<file path="src/hdl/cmd_parser_pkg.sv">
// Constants, types and character helpers for the ASCII system command parser.
// Assumes one 125 MHz clock and a byte-wide character stream in both directions.
// How it works
// (RULE1) The frame '$', two address characters, 'M' and carriage return is taken as the identity read.
// (RULE2) The address is two hex characters from 00 to FF, and this node answers only to 01.
// (RULE3) Every frame in either direction ends with one carriage return, 0Dh.
// (RULE4) The identity reply is '!', the address, the fixed model prefix, two model number characters and a return.
// (RULE5) A well-formed frame to this node with an unknown operation gets '?', the address and a return.
// (RULE6) Frames with bad syntax, overflow or another address get no reply at all.
// (RULE7) The frame '$', address, 'F' and carriage return is taken as the firmware revision read.
// (RULE8) The revision reply is '!', the address, the revision text and a return.
// (RULE9) A leading '!' or '>' marks an accepted command and a leading '?' a rejected one.
// (RULE10) A '#' frame with address, the flag opcode, a selector and hex data writes one or all flags.
// (RULE11) Sixteen auxiliary flags live in one read/write holding register at address 40305.
// (RULE12) Selector 0000 picks all flags, and '100' followed by one hex character picks flag 0h to Fh.
// (RULE13) Each data hex character carries four consecutive flags, one flag per bit, flag 0 lowest.
// (RULE14) An accepted flag write is answered with '>', the address and a return.
// (RULE15) A flag read is answered with '>', the address, eight hex characters of flags and a return.
// (RULE16) Characters are buffered and decoded only at the return, and a new delimiter drops a partial frame.
// (RULE17) Command writes and register writes share the same sixteen flag bits.
package cmd_parser_pkg;

  // Characters of the protocol.
  localparam logic [7:0] CH_DOLLAR = 8'h24;
  localparam logic [7:0] CH_HASH = 8'h23;
  localparam logic [7:0] CH_CR = 8'h0d;
  localparam logic [7:0] CH_BANG = 8'h21;
  localparam logic [7:0] CH_GT = 8'h3e;
  localparam logic [7:0] CH_QM = 8'h3f;
  localparam logic [7:0] CH_M = 8'h4d;
  localparam logic [7:0] CH_F = 8'h46;
  localparam logic [7:0] CH_V = 8'h56;
  localparam logic [7:0] CH_LD = 8'h64;
  localparam logic [7:0] CH_ONE = 8'h31;
  localparam logic [7:0] CH_ZERO = 8'h30;

  // Node address, model prefix and revision text.
  localparam logic [7:0] NODE_ADDR = 8'h01;
  localparam logic [15:0] MODEL_PREFIX = 16'h3630;
  localparam int FW_REV_LEN = 9;
  localparam logic [8*FW_REV_LEN-1:0] FW_REV_TEXT = " A0.00B00";

  // Holding register of the flags.
  localparam logic [15:0] FLAG_REG_ADDR = 16'h9d71;
  localparam logic [15:0] FLAG_RESET = 16'h0000;

  // Frame body lengths, counted after the delimiter and before the return.
  localparam int BODY_MAX = 16;
  localparam int LEN_SHORT = 3;
  localparam int LEN_FLAG_RD = 4;
  localparam int LEN_WR_MIN = 12;
  localparam int LEN_WR_MAX = 16;
  localparam int POS_SEL = 4;
  localparam int POS_DATA = 8;
  localparam int FLAG_HEX_CHARS = 8;

  // Reply buffer; the sender appends the return itself.
  localparam int RESP_MAX = 16;
  typedef logic [RESP_MAX-1:0][7:0] resp_buf_t;
  typedef logic [4:0] resp_len_t;

  function automatic logic is_hex(input logic [7:0] c);
    is_hex = (c >= 8'h30 && c <= 8'h39) || (c >= 8'h41 && c <= 8'h46);
  endfunction

  function automatic logic [3:0] hex_val(input logic [7:0] c);
    logic [7:0] t;
    t = (c <= 8'h39) ? (c - 8'h30) : (c - 8'h37);
    hex_val = t[3:0];
  endfunction

  function automatic logic [7:0] hex_char(input logic [3:0] n);
    hex_char = (n < 4'ha) ? (8'h30 + {4'h0, n}) : (8'h37 + {4'h0, n});
  endfunction

endpackage

</file>
<file path="src/hdl/resp_if.sv">
// Carrier of one reply from the decoder to the character sender.
// Assumes both ends share the parser clock.
`timescale 1ns/1ps
interface resp_if;
  logic start;
  cmd_parser_pkg::resp_len_t len;
  cmd_parser_pkg::resp_buf_t data;
  logic busy;
  modport src (output start, output len, output data, input busy);
  modport snk (input start, input len, input data, output busy);
endinterface

</file>
<file path="src/hdl/ascii_system_command_parser.sv">
// Top of the ASCII system command parser with its auxiliary flag register.
// Assumes rx characters and register strobes are synchronous to clock.
`timescale 1ns/1ps
module ascii_system_command_parser #(
  parameter logic [7:0] MODEL_NUM = 8'h00 // Arbitrary model number.
) (
  input wire logic clock,
  input wire logic rst_n,
  input wire logic [7:0] rx_data,
  input wire logic rx_valid,
  output logic rx_ready,
  output logic [7:0] tx_data,
  output logic tx_valid,
  input wire logic tx_ready,
  input wire logic reg_wr,
  input wire logic reg_rd,
  input wire logic [15:0] reg_addr,
  input wire logic [15:0] reg_wdata,
  output logic [15:0] reg_rdata,
  output logic reg_rvalid,
  output logic [15:0] aux_flags
);

  typedef enum {ST_HUNT, ST_BODY, ST_EXEC, ST_WAIT} state_t;

  state_t state_r;
  logic [7:0] mem_r [cmd_parser_pkg::BODY_MAX];
  logic [4:0] len_r;
  logic [7:0] delim_r;
  logic ovf_r;
  logic [15:0] flags_r;
  logic [15:0] rdata_r;
  logic rvalid_r;

  logic syn_ok, addr_ok, is_flag_op, all_hex, sel_all, sel_one;
  logic cmd_id, cmd_fw, cmd_rd, cmd_wr, reply;
  logic [31:0] acc;
  logic [3:0] flag_num;
  cmd_parser_pkg::resp_buf_t rbuf;
  cmd_parser_pkg::resp_len_t rlen;
  logic is_delim, take;

  resp_if rsp ();

  assign is_delim = (rx_data == cmd_parser_pkg::CH_DOLLAR) || (rx_data == cmd_parser_pkg::CH_HASH);
  assign rx_ready = (state_r == ST_HUNT) || (state_r == ST_BODY);
  assign take = rx_valid && rx_ready;

  // Frame collector and sequencer.
  always_ff @(posedge clock or negedge rst_n) begin
    if (!rst_n) begin
      state_r <= ST_HUNT;
      len_r <= '0;
      delim_r <= 8'h00;
      ovf_r <= 1'b0;
    end else begin
      case (state_r)
        ST_HUNT, ST_BODY: begin
          if (take && is_delim) begin
            state_r <= ST_BODY; // RULE16
            delim_r <= rx_data;
            len_r <= '0;
            ovf_r <= 1'b0;
          end else if (take && state_r == ST_BODY) begin
            if (rx_data == cmd_parser_pkg::CH_CR) begin
              state_r <= ST_EXEC; // RULE3
            end else if (len_r == 5'(cmd_parser_pkg::BODY_MAX)) begin
              ovf_r <= 1'b1;
            end else begin
              len_r <= len_r + 5'd1;
            end
          end
        end
        ST_EXEC: begin
          state_r <= reply ? ST_WAIT : ST_HUNT;
        end
        ST_WAIT: begin
          if (!rsp.busy) begin
            state_r <= ST_HUNT;
          end
        end
        default: begin
          state_r <= ST_HUNT;
        end
      endcase
    end
  end

  // Body character store; written only while collecting.
  always_ff @(posedge clock) begin
    if (take && state_r == ST_BODY && !is_delim && rx_data != cmd_parser_pkg::CH_CR &&
        len_r < 5'(cmd_parser_pkg::BODY_MAX)) begin
      mem_r[len_r[3:0]] <= rx_data; // RULE16
    end
  end

  // Decode of the collected frame.
  always_comb begin
    acc = '0;
    all_hex = 1'b1;
    syn_ok = !ovf_r && len_r >= 5'd2 && cmd_parser_pkg::is_hex(mem_r[0]) &&
             cmd_parser_pkg::is_hex(mem_r[1]); // RULE2
    addr_ok = {cmd_parser_pkg::hex_val(mem_r[0]), cmd_parser_pkg::hex_val(mem_r[1])} ==
              cmd_parser_pkg::NODE_ADDR; // RULE2
    is_flag_op = mem_r[2] == cmd_parser_pkg::CH_V && mem_r[3] == cmd_parser_pkg::CH_LD;
    for (int i = cmd_parser_pkg::POS_SEL; i < cmd_parser_pkg::BODY_MAX; i++) begin
      if (i < int'(len_r) && !cmd_parser_pkg::is_hex(mem_r[i])) begin
        all_hex = 1'b0;
      end
    end
    for (int i = cmd_parser_pkg::POS_DATA; i < cmd_parser_pkg::BODY_MAX; i++) begin
      if (i < int'(len_r)) begin
        acc = {acc[27:0], cmd_parser_pkg::hex_val(mem_r[i])}; // RULE13
      end
    end
    sel_all = mem_r[4] == cmd_parser_pkg::CH_ZERO && mem_r[5] == cmd_parser_pkg::CH_ZERO &&
              mem_r[6] == cmd_parser_pkg::CH_ZERO && mem_r[7] == cmd_parser_pkg::CH_ZERO; // RULE12
    sel_one = mem_r[4] == cmd_parser_pkg::CH_ONE && cmd_parser_pkg::hex_val(mem_r[5]) == 4'h0 &&
              cmd_parser_pkg::hex_val(mem_r[6]) == 4'h0; // RULE12
    flag_num = cmd_parser_pkg::hex_val(mem_r[7]);
    cmd_id = delim_r == cmd_parser_pkg::CH_DOLLAR && len_r == 5'(cmd_parser_pkg::LEN_SHORT) &&
             mem_r[2] == cmd_parser_pkg::CH_M; // RULE1
    cmd_fw = delim_r == cmd_parser_pkg::CH_DOLLAR && len_r == 5'(cmd_parser_pkg::LEN_SHORT) &&
             mem_r[2] == cmd_parser_pkg::CH_F; // RULE7
    cmd_rd = len_r == 5'(cmd_parser_pkg::LEN_FLAG_RD) && is_flag_op;
    cmd_wr = delim_r == cmd_parser_pkg::CH_HASH && is_flag_op && all_hex && (sel_all || sel_one) &&
             len_r >= 5'(cmd_parser_pkg::LEN_WR_MIN) &&
             len_r <= 5'(cmd_parser_pkg::LEN_WR_MAX); // RULE10
    reply = syn_ok && addr_ok; // RULE6
  end

  // Reply assembly: marker, own address, then the payload of the command.
  always_comb begin
    rbuf = '0;
    rbuf[1] = cmd_parser_pkg::hex_char(cmd_parser_pkg::NODE_ADDR[7:4]);
    rbuf[2] = cmd_parser_pkg::hex_char(cmd_parser_pkg::NODE_ADDR[3:0]);
    rlen = 5'd3;
    if (cmd_id) begin
      rbuf[0] = cmd_parser_pkg::CH_BANG; // RULE9
      rbuf[3] = cmd_parser_pkg::MODEL_PREFIX[15:8]; // RULE4
      rbuf[4] = cmd_parser_pkg::MODEL_PREFIX[7:0];
      rbuf[5] = cmd_parser_pkg::hex_char(MODEL_NUM[7:4]);
      rbuf[6] = cmd_parser_pkg::hex_char(MODEL_NUM[3:0]);
      rlen = 5'd7;
    end else if (cmd_fw) begin
      rbuf[0] = cmd_parser_pkg::CH_BANG; // RULE8
      for (int i = 0; i < cmd_parser_pkg::FW_REV_LEN; i++) begin
        rbuf[3 + i] = cmd_parser_pkg::FW_REV_TEXT[8 * (cmd_parser_pkg::FW_REV_LEN - 1 - i) +: 8];
      end
      rlen = 5'(3 + cmd_parser_pkg::FW_REV_LEN);
    end else if (cmd_rd) begin
      rbuf[0] = cmd_parser_pkg::CH_GT; // RULE15
      for (int i = 0; i < cmd_parser_pkg::FLAG_HEX_CHARS; i++) begin
        rbuf[3 + i] = cmd_parser_pkg::hex_char(4'h0);
      end
      for (int i = 0; i < 4; i++) begin
        rbuf[7 + i] = cmd_parser_pkg::hex_char(flags_r[4 * (3 - i) +: 4]); // RULE13
      end
      rlen = 5'(3 + cmd_parser_pkg::FLAG_HEX_CHARS);
    end else if (cmd_wr) begin
      rbuf[0] = cmd_parser_pkg::CH_GT; // RULE14
    end else begin
      rbuf[0] = cmd_parser_pkg::CH_QM; // RULE5
    end
  end

  assign rsp.start = (state_r == ST_EXEC) && reply;
  assign rsp.len = rlen;
  assign rsp.data = rbuf;

  // Shared flag storage; an accepted command write wins over a same-cycle register write.
  always_ff @(posedge clock or negedge rst_n) begin
    if (!rst_n) begin
      flags_r <= cmd_parser_pkg::FLAG_RESET;
    end else if (state_r == ST_EXEC && reply && cmd_wr) begin
      if (sel_all) begin
        flags_r <= acc[15:0]; // RULE17
      end else begin
        flags_r[flag_num] <= acc[0]; // RULE10
      end
    end else if (reg_wr && reg_addr == cmd_parser_pkg::FLAG_REG_ADDR) begin
      flags_r <= reg_wdata; // RULE11
    end
  end

  // Register read port; unmapped addresses read as zero.
  always_ff @(posedge clock or negedge rst_n) begin
    if (!rst_n) begin
      rdata_r <= 16'h0000;
      rvalid_r <= 1'b0;
    end else begin
      rvalid_r <= reg_rd;
      if (reg_rd) begin
        rdata_r <= (reg_addr == cmd_parser_pkg::FLAG_REG_ADDR) ? flags_r : 16'h0000; // RULE11
      end
    end
  end

  assign reg_rdata = rdata_r;
  assign reg_rvalid = rvalid_r;
  assign aux_flags = flags_r;

  resp_sender u_sender (
    .clock(clock),
    .rst_n(rst_n),
    .rsp(rsp),
    .tx_data(tx_data),
    .tx_valid(tx_valid),
    .tx_ready(tx_ready)
  );

endmodule

</file>
<file path="src/hdl/resp_sender.sv">
// Character sender: streams a reply buffer out, then a carriage return.
// Assumes the sink may stall tx_ready at any time.
`timescale 1ns/1ps
module resp_sender (
  input wire logic clock,
  input wire logic rst_n,
  resp_if.snk rsp,
  output logic [7:0] tx_data,
  output logic tx_valid,
  input wire logic tx_ready
);

  cmd_parser_pkg::resp_buf_t buf_r;
  cmd_parser_pkg::resp_len_t len_r;
  cmd_parser_pkg::resp_len_t idx_r;
  logic busy_r;
  logic [7:0] data_r;
  cmd_parser_pkg::resp_len_t idx_nxt;

  assign idx_nxt = idx_r + 5'd1;
  assign rsp.busy = busy_r;
  assign tx_valid = busy_r;
  assign tx_data = data_r;

  // Load a reply, then advance on each accepted character; the last one is the return.
  always_ff @(posedge clock or negedge rst_n) begin
    if (!rst_n) begin
      buf_r <= '0;
      len_r <= '0;
      idx_r <= '0;
      busy_r <= 1'b0;
      data_r <= 8'h00;
    end else if (!busy_r) begin
      if (rsp.start) begin
        buf_r <= rsp.data;
        len_r <= rsp.len;
        idx_r <= '0;
        busy_r <= 1'b1;
        data_r <= rsp.data[0];
      end
    end else if (tx_ready) begin
      if (idx_r == len_r) begin
        busy_r <= 1'b0;
      end else begin
        idx_r <= idx_nxt;
        data_r <= (idx_nxt == len_r) ? cmd_parser_pkg::CH_CR : buf_r[idx_nxt[3:0]]; // RULE3
      end
    end
  end

endmodule
</file>
<file path="config.mk">
export PLATFORM = sky130hd
export DESIGN_NAME = ascii_system_command_parser
export DESIGN_NICKNAME = d
export VERILOG_FILES = /design/src/hdl/cmd_parser_pkg.sv /design/src/hdl/resp_if.sv /design/src/hdl/ascii_system_command_parser.sv /design/src/hdl/resp_sender.sv
export SDC_FILE = /design/constraint.sdc
export NUM_CORES = 1
export LEC_CHECK = 0
export BUFFER_PORTS_ARGS = -buffer_cell sky130_fd_sc_hd__buf_2
export CAP_MARGIN = 20
export CORE_MARGIN = 2
export CORE_UTILIZATION = 45
export DETAILED_ROUTE_END_ITERATION = 7
export GPL_TIMING_DRIVEN = 0
export PLACE_DENSITY = 0.7
export SLEW_MARGIN = 25
export SYNTH_ARGS = -nofsm -noshare
export SYNTH_HDL_FRONTEND = slang
export SYNTH_SLANG_ARGS = --single-unit
</file>
<file path="constraint.sdc">
create_clock -name clock -period 8.2 [get_ports clock]
set_clock_uncertainty 0.15 [all_clocks]
set_input_delay 0.82 -clock clock [delete_from_list [all_inputs] [get_ports clock]]
set_output_delay 0.82 -clock clock [all_outputs]
set_load 0.01 [all_outputs]
</file>
==> results.sh <==
export IMPL_tritoncts_num_buffers=26
export IMPL_dr_max_layer_used="met4"
export IMPL_synth_seq_cells=228
export IMPL_grt_pass1_vias=10789
export IMPL_wl_met3_mm=2.878
export IMPL_vdd_ir_drop_max_uv=156.8
export IMPL_die_area_sq_um=30780
export IMPL_maxCapViolations=0
export IMPL_ys_top_cells_by_area="edfxtp_1 29%, dfrtp_1 19%, ha_1 4.5%"
export IMPL_max_clock_path_buffers=3
export IMPL_p_leak_uw=0.006007
export IMPL_wl_met2_mm=17.83
export IMPL_cts_root_buf="clkbuf_16"
export IMPL_slowest_stage="a2111oi_0"
export IMPL_crit_path_end_kind="register"
export IMPL_fin_setup_tns_ps=0
export IMPL_n_antenna_cell=0
export IMPL_arrival_ps=4730
export IMPL_drc_errors=0
export IMPL_hold_class="in2async"
export IMPL_place_gp_congestion=0.9944
export IMPL_cts_tree="done"
export IMPL_cp_cell_sequence="clkbuf_1, inv_1, ha_1, o21bai_1, a31oi_1, a221oi_1, nor4_1, nand4b_1, or3_1, buf_2, clkbuf_1, a2111oi_0, o31ai_1"
export IMPL_synth_cells=1359
export IMPL_worstMarginPinSlew_ps=997.8
export IMPL_yosys_warnings=0
export IMPL_final_antenna_net_count=0
export IMPL_synth_async_reset_ratio_pct=43.86
export IMPL_drt_iter0_markers=1235
export IMPL_cts_setup_buffers=0
export IMPL_crit_type="reg2reg"
export IMPL_maxSlewHeadroom_pct=32.97
export IMPL_area_growth_pct=14.65
export IMPL_cts_sinks=228
export IMPL_wl_met1_mm=16.57
export IMPL_critPathMaxFanout=10
export IMPL_syn_area_per_cell_sq_um=9.733
export IMPL_coreArea_sq_um=28860
export IMPL_required_ps=8440
export IMPL_nNetsFinal=1570
export IMPL_power_total_uw=3817
export IMPL_start_util_pct=45.84
export IMPL_cts_resized_gates=0
export IMPL_via_per_inst=6.143
export IMPL_core_rowCount=62
export IMPL_place_inst=1832
export IMPL_outcome="finished clean"
export IMPL_num_vias=11549
export IMPL_finalCritPeriodShare_pct=54.72
export IMPL_antenna_found_initial=0
export IMPL_synth_top_area_share_pct=29.06
export IMPL_fin_crit_ps=4487
export IMPL_slowest_delay_ps=660
export IMPL_instances_no_fill=1880
export IMPL_grt_use_total_pct=24.50
export IMPL_synth_enable_flop_cells=128
export IMPL_top_level_ports=89
export IMPL_path_clk_slew_ps=60
export IMPL_seq_area_frac_synth_pct=47.98
export IMPL_report_final_slew_viol_count=0
export IMPL_clock_fmax_ghz=0.2229
export IMPL_p_per_area_nw_per_um2=251.7
export IMPL_h_tree_depth=1
export IMPL_die_y_um=175.5
export IMPL_hold_violations=0
export IMPL_start_kind="register"
export IMPL_path_buf_inv=4
export IMPL_setup_viol=0
export IMPL_synth_main_ff_cell="edfxtp_1"
export IMPL_cts_hold_buffers=0
export IMPL_path_common_cell="clkbuf_1"
export IMPL_drive_above_1_share_pct=12.30
export IMPL_wire_per_inst_um=20.38
export IMPL_grt_max_degree=57
export IMPL_port_buffers=87
export IMPL_clk_latency_ps=550
export IMPL_rsz0062_at_grt="false"
export IMPL_die_w_um=175.5
export IMPL_synth_cell_types=85
export IMPL_n_fill_cell=2622
export IMPL_synth_top_cell_by_area="edfxtp_1"
export IMPL_syn_num_nets=1453
export IMPL_overflow=0
export IMPL_wl_mm=38.32
export IMPL_crit_family="compound AO/OA/AOI/OAI gates"
export IMPL_grt_pass1_wl_mm=60.13
export IMPL_dp_hpwl_mm=27.79
export IMPL_synth_area_sq_um=13230
export IMPL_drtPass1Iterations=5
## cells in the final DEF, fill, tap and decap left out, types with 7 or more instances in the layout
cell type,n
nor4_1,19
inv_1,71
or4b_1,7
a211oi_1,10
or3_1,7
a311oi_1,11
a21o_1,10
o21bai_1,13
nand2_1,138
dfrtp_1,100
mux2i_1,28
o21a_1,8
o21ai_0,95
edfxtp_1,128
or2_2,10
nor4b_1,8
a31oi_1,25
nor3b_1,15
nor2b_1,15
buf_2,93
o31ai_1,8
mux2_2,11
nand2b_1,23
nand3_1,40
a21oi_1,65
and2_1,8
ha_1,48
o22ai_1,23
o211ai_1,11
xnor2_1,19
a221oi_1,8
nor3_1,39
nand3b_1,8
nand4_1,12
nor2_1,111
and3_1,27
clkbuf_16,27
clkbuf_1,49
## synthesized netlist by cell type (28+ instances only)
master,n
o21ai_0,95
nor3_1,43
clkbuf_1,45
nor2_1,111
mux2i_1,28
nand2_1,138
ha_1,48
dfrtp_1,100
inv_1,71
nand3_1,40
a21oi_1,65
edfxtp_1,128
## power breakdown
group          internal [uW]  leakage (uW)  switching [uW]
logic                    368       0.00308             803
registers               1300       0.00246            57.1
clock network            803      0.000464             482
## worst paths after layout
| check | cells past startpoint | slack, ps | end | startpoint |
|---|---|---|---|---|
| setup / recovery | 13 | 3710 | aux_flags[2] | mem_r[7][0] |
| hold / removal | 1 | 90 | u_sender.buf_r[82] | rst_n |
| setup reg to reg | 13 | 3710 | aux_flags[2] | mem_r[7][0] |
| hold reg to reg | 2 | 330 | u_sender.buf_r[75] | u_sender.buf_r[75] |
| max in group asynchronous | 2 | 7190 | len_r[2] | rst_n |
| min in group clock | 1 | 310 | reg_rvalid | reg_rd |
## sequential cells by signal (all words and copies together), names as in the netlist, 3 cells and up
| register | cells |
|---|---|
| aux_flags | 16 |
| delim_r | 8 |
| len_r | 5 |
| mem_r | 128 |
| reg_rdata | 16 |
| u_sender.buf_r | 35 |
| u_sender.idx_r | 5 |
| u_sender.len_r | 3 |
| u_sender.tx_data | 7 |
## kinds of logic (layout without fill, tap and decap cells)
kind of cell / after synthesis / in the layout / synth area share [%]
AO/OA/AOI/OAI: 369 / 369 / 18.45
XOR/XNOR: 24 / 24 / 1.589
adder cells (fa/ha/maj): 48 / 48 / 4.540
buffers and inverters: 127 / 264 / 3.689
flip-flops: 228 / 228 / 47.98
multiplexers: 41 / 41 / 3.396
other: 1 / 1 / 0.02835
AND/OR/NAND/NOR: 521 / 521 / 20.33
## metrics by stage
stage	area, sq um	hold WS (ps)	setup WS (ps)	utilization [%]
after global routing	15170	123.8	3402	52.55
after CTS	15150	93.02	3769	52.50
final	15170	89.41	3713	52.55
after global placement	14140	305.9	3894	49.01
after detailed placement	14190	310.0	3785	49.18
after floorplan	13230	288.0	4821	-
## per-layer routing
layer | global-route usage (%) | vias up
li1 | - | 5336
met1 | 33.91 | 5589
met2 | 40.80 | 553
met3 | 2.879 | 71
met4 | 6.887 | 0
met5 | 0 | -
## area by class of cell
class                   count  area [sq um]  share of cell area, %
plain buffers              56         221.5                  1.460
clock buffers              32         704.4                  4.645
clock inverters            16         252.7                  1.667
inverters                  71         266.5                  1.757
multi-input cells        1004          6420                  42.33
flip-flops and latches    228          6346                  41.84
well taps                 384         480.5                  3.168
repair buffers             89         474.2                  3.127
## worst reg2reg max path: stages, from the launching register on
cell and delay, ps:
edfxtp_1 420, clkbuf_1 230, inv_1 200, ha_1 210, o21bai_1 80, a31oi_1 540
a221oi_1 290, nor4_1 320, nand4b_1 270, or3_1 410, buf_2 190, clkbuf_1 260
a2111oi_0 660, o31ai_1 120
Note: power is estimated with default switching activity, not from simulation.
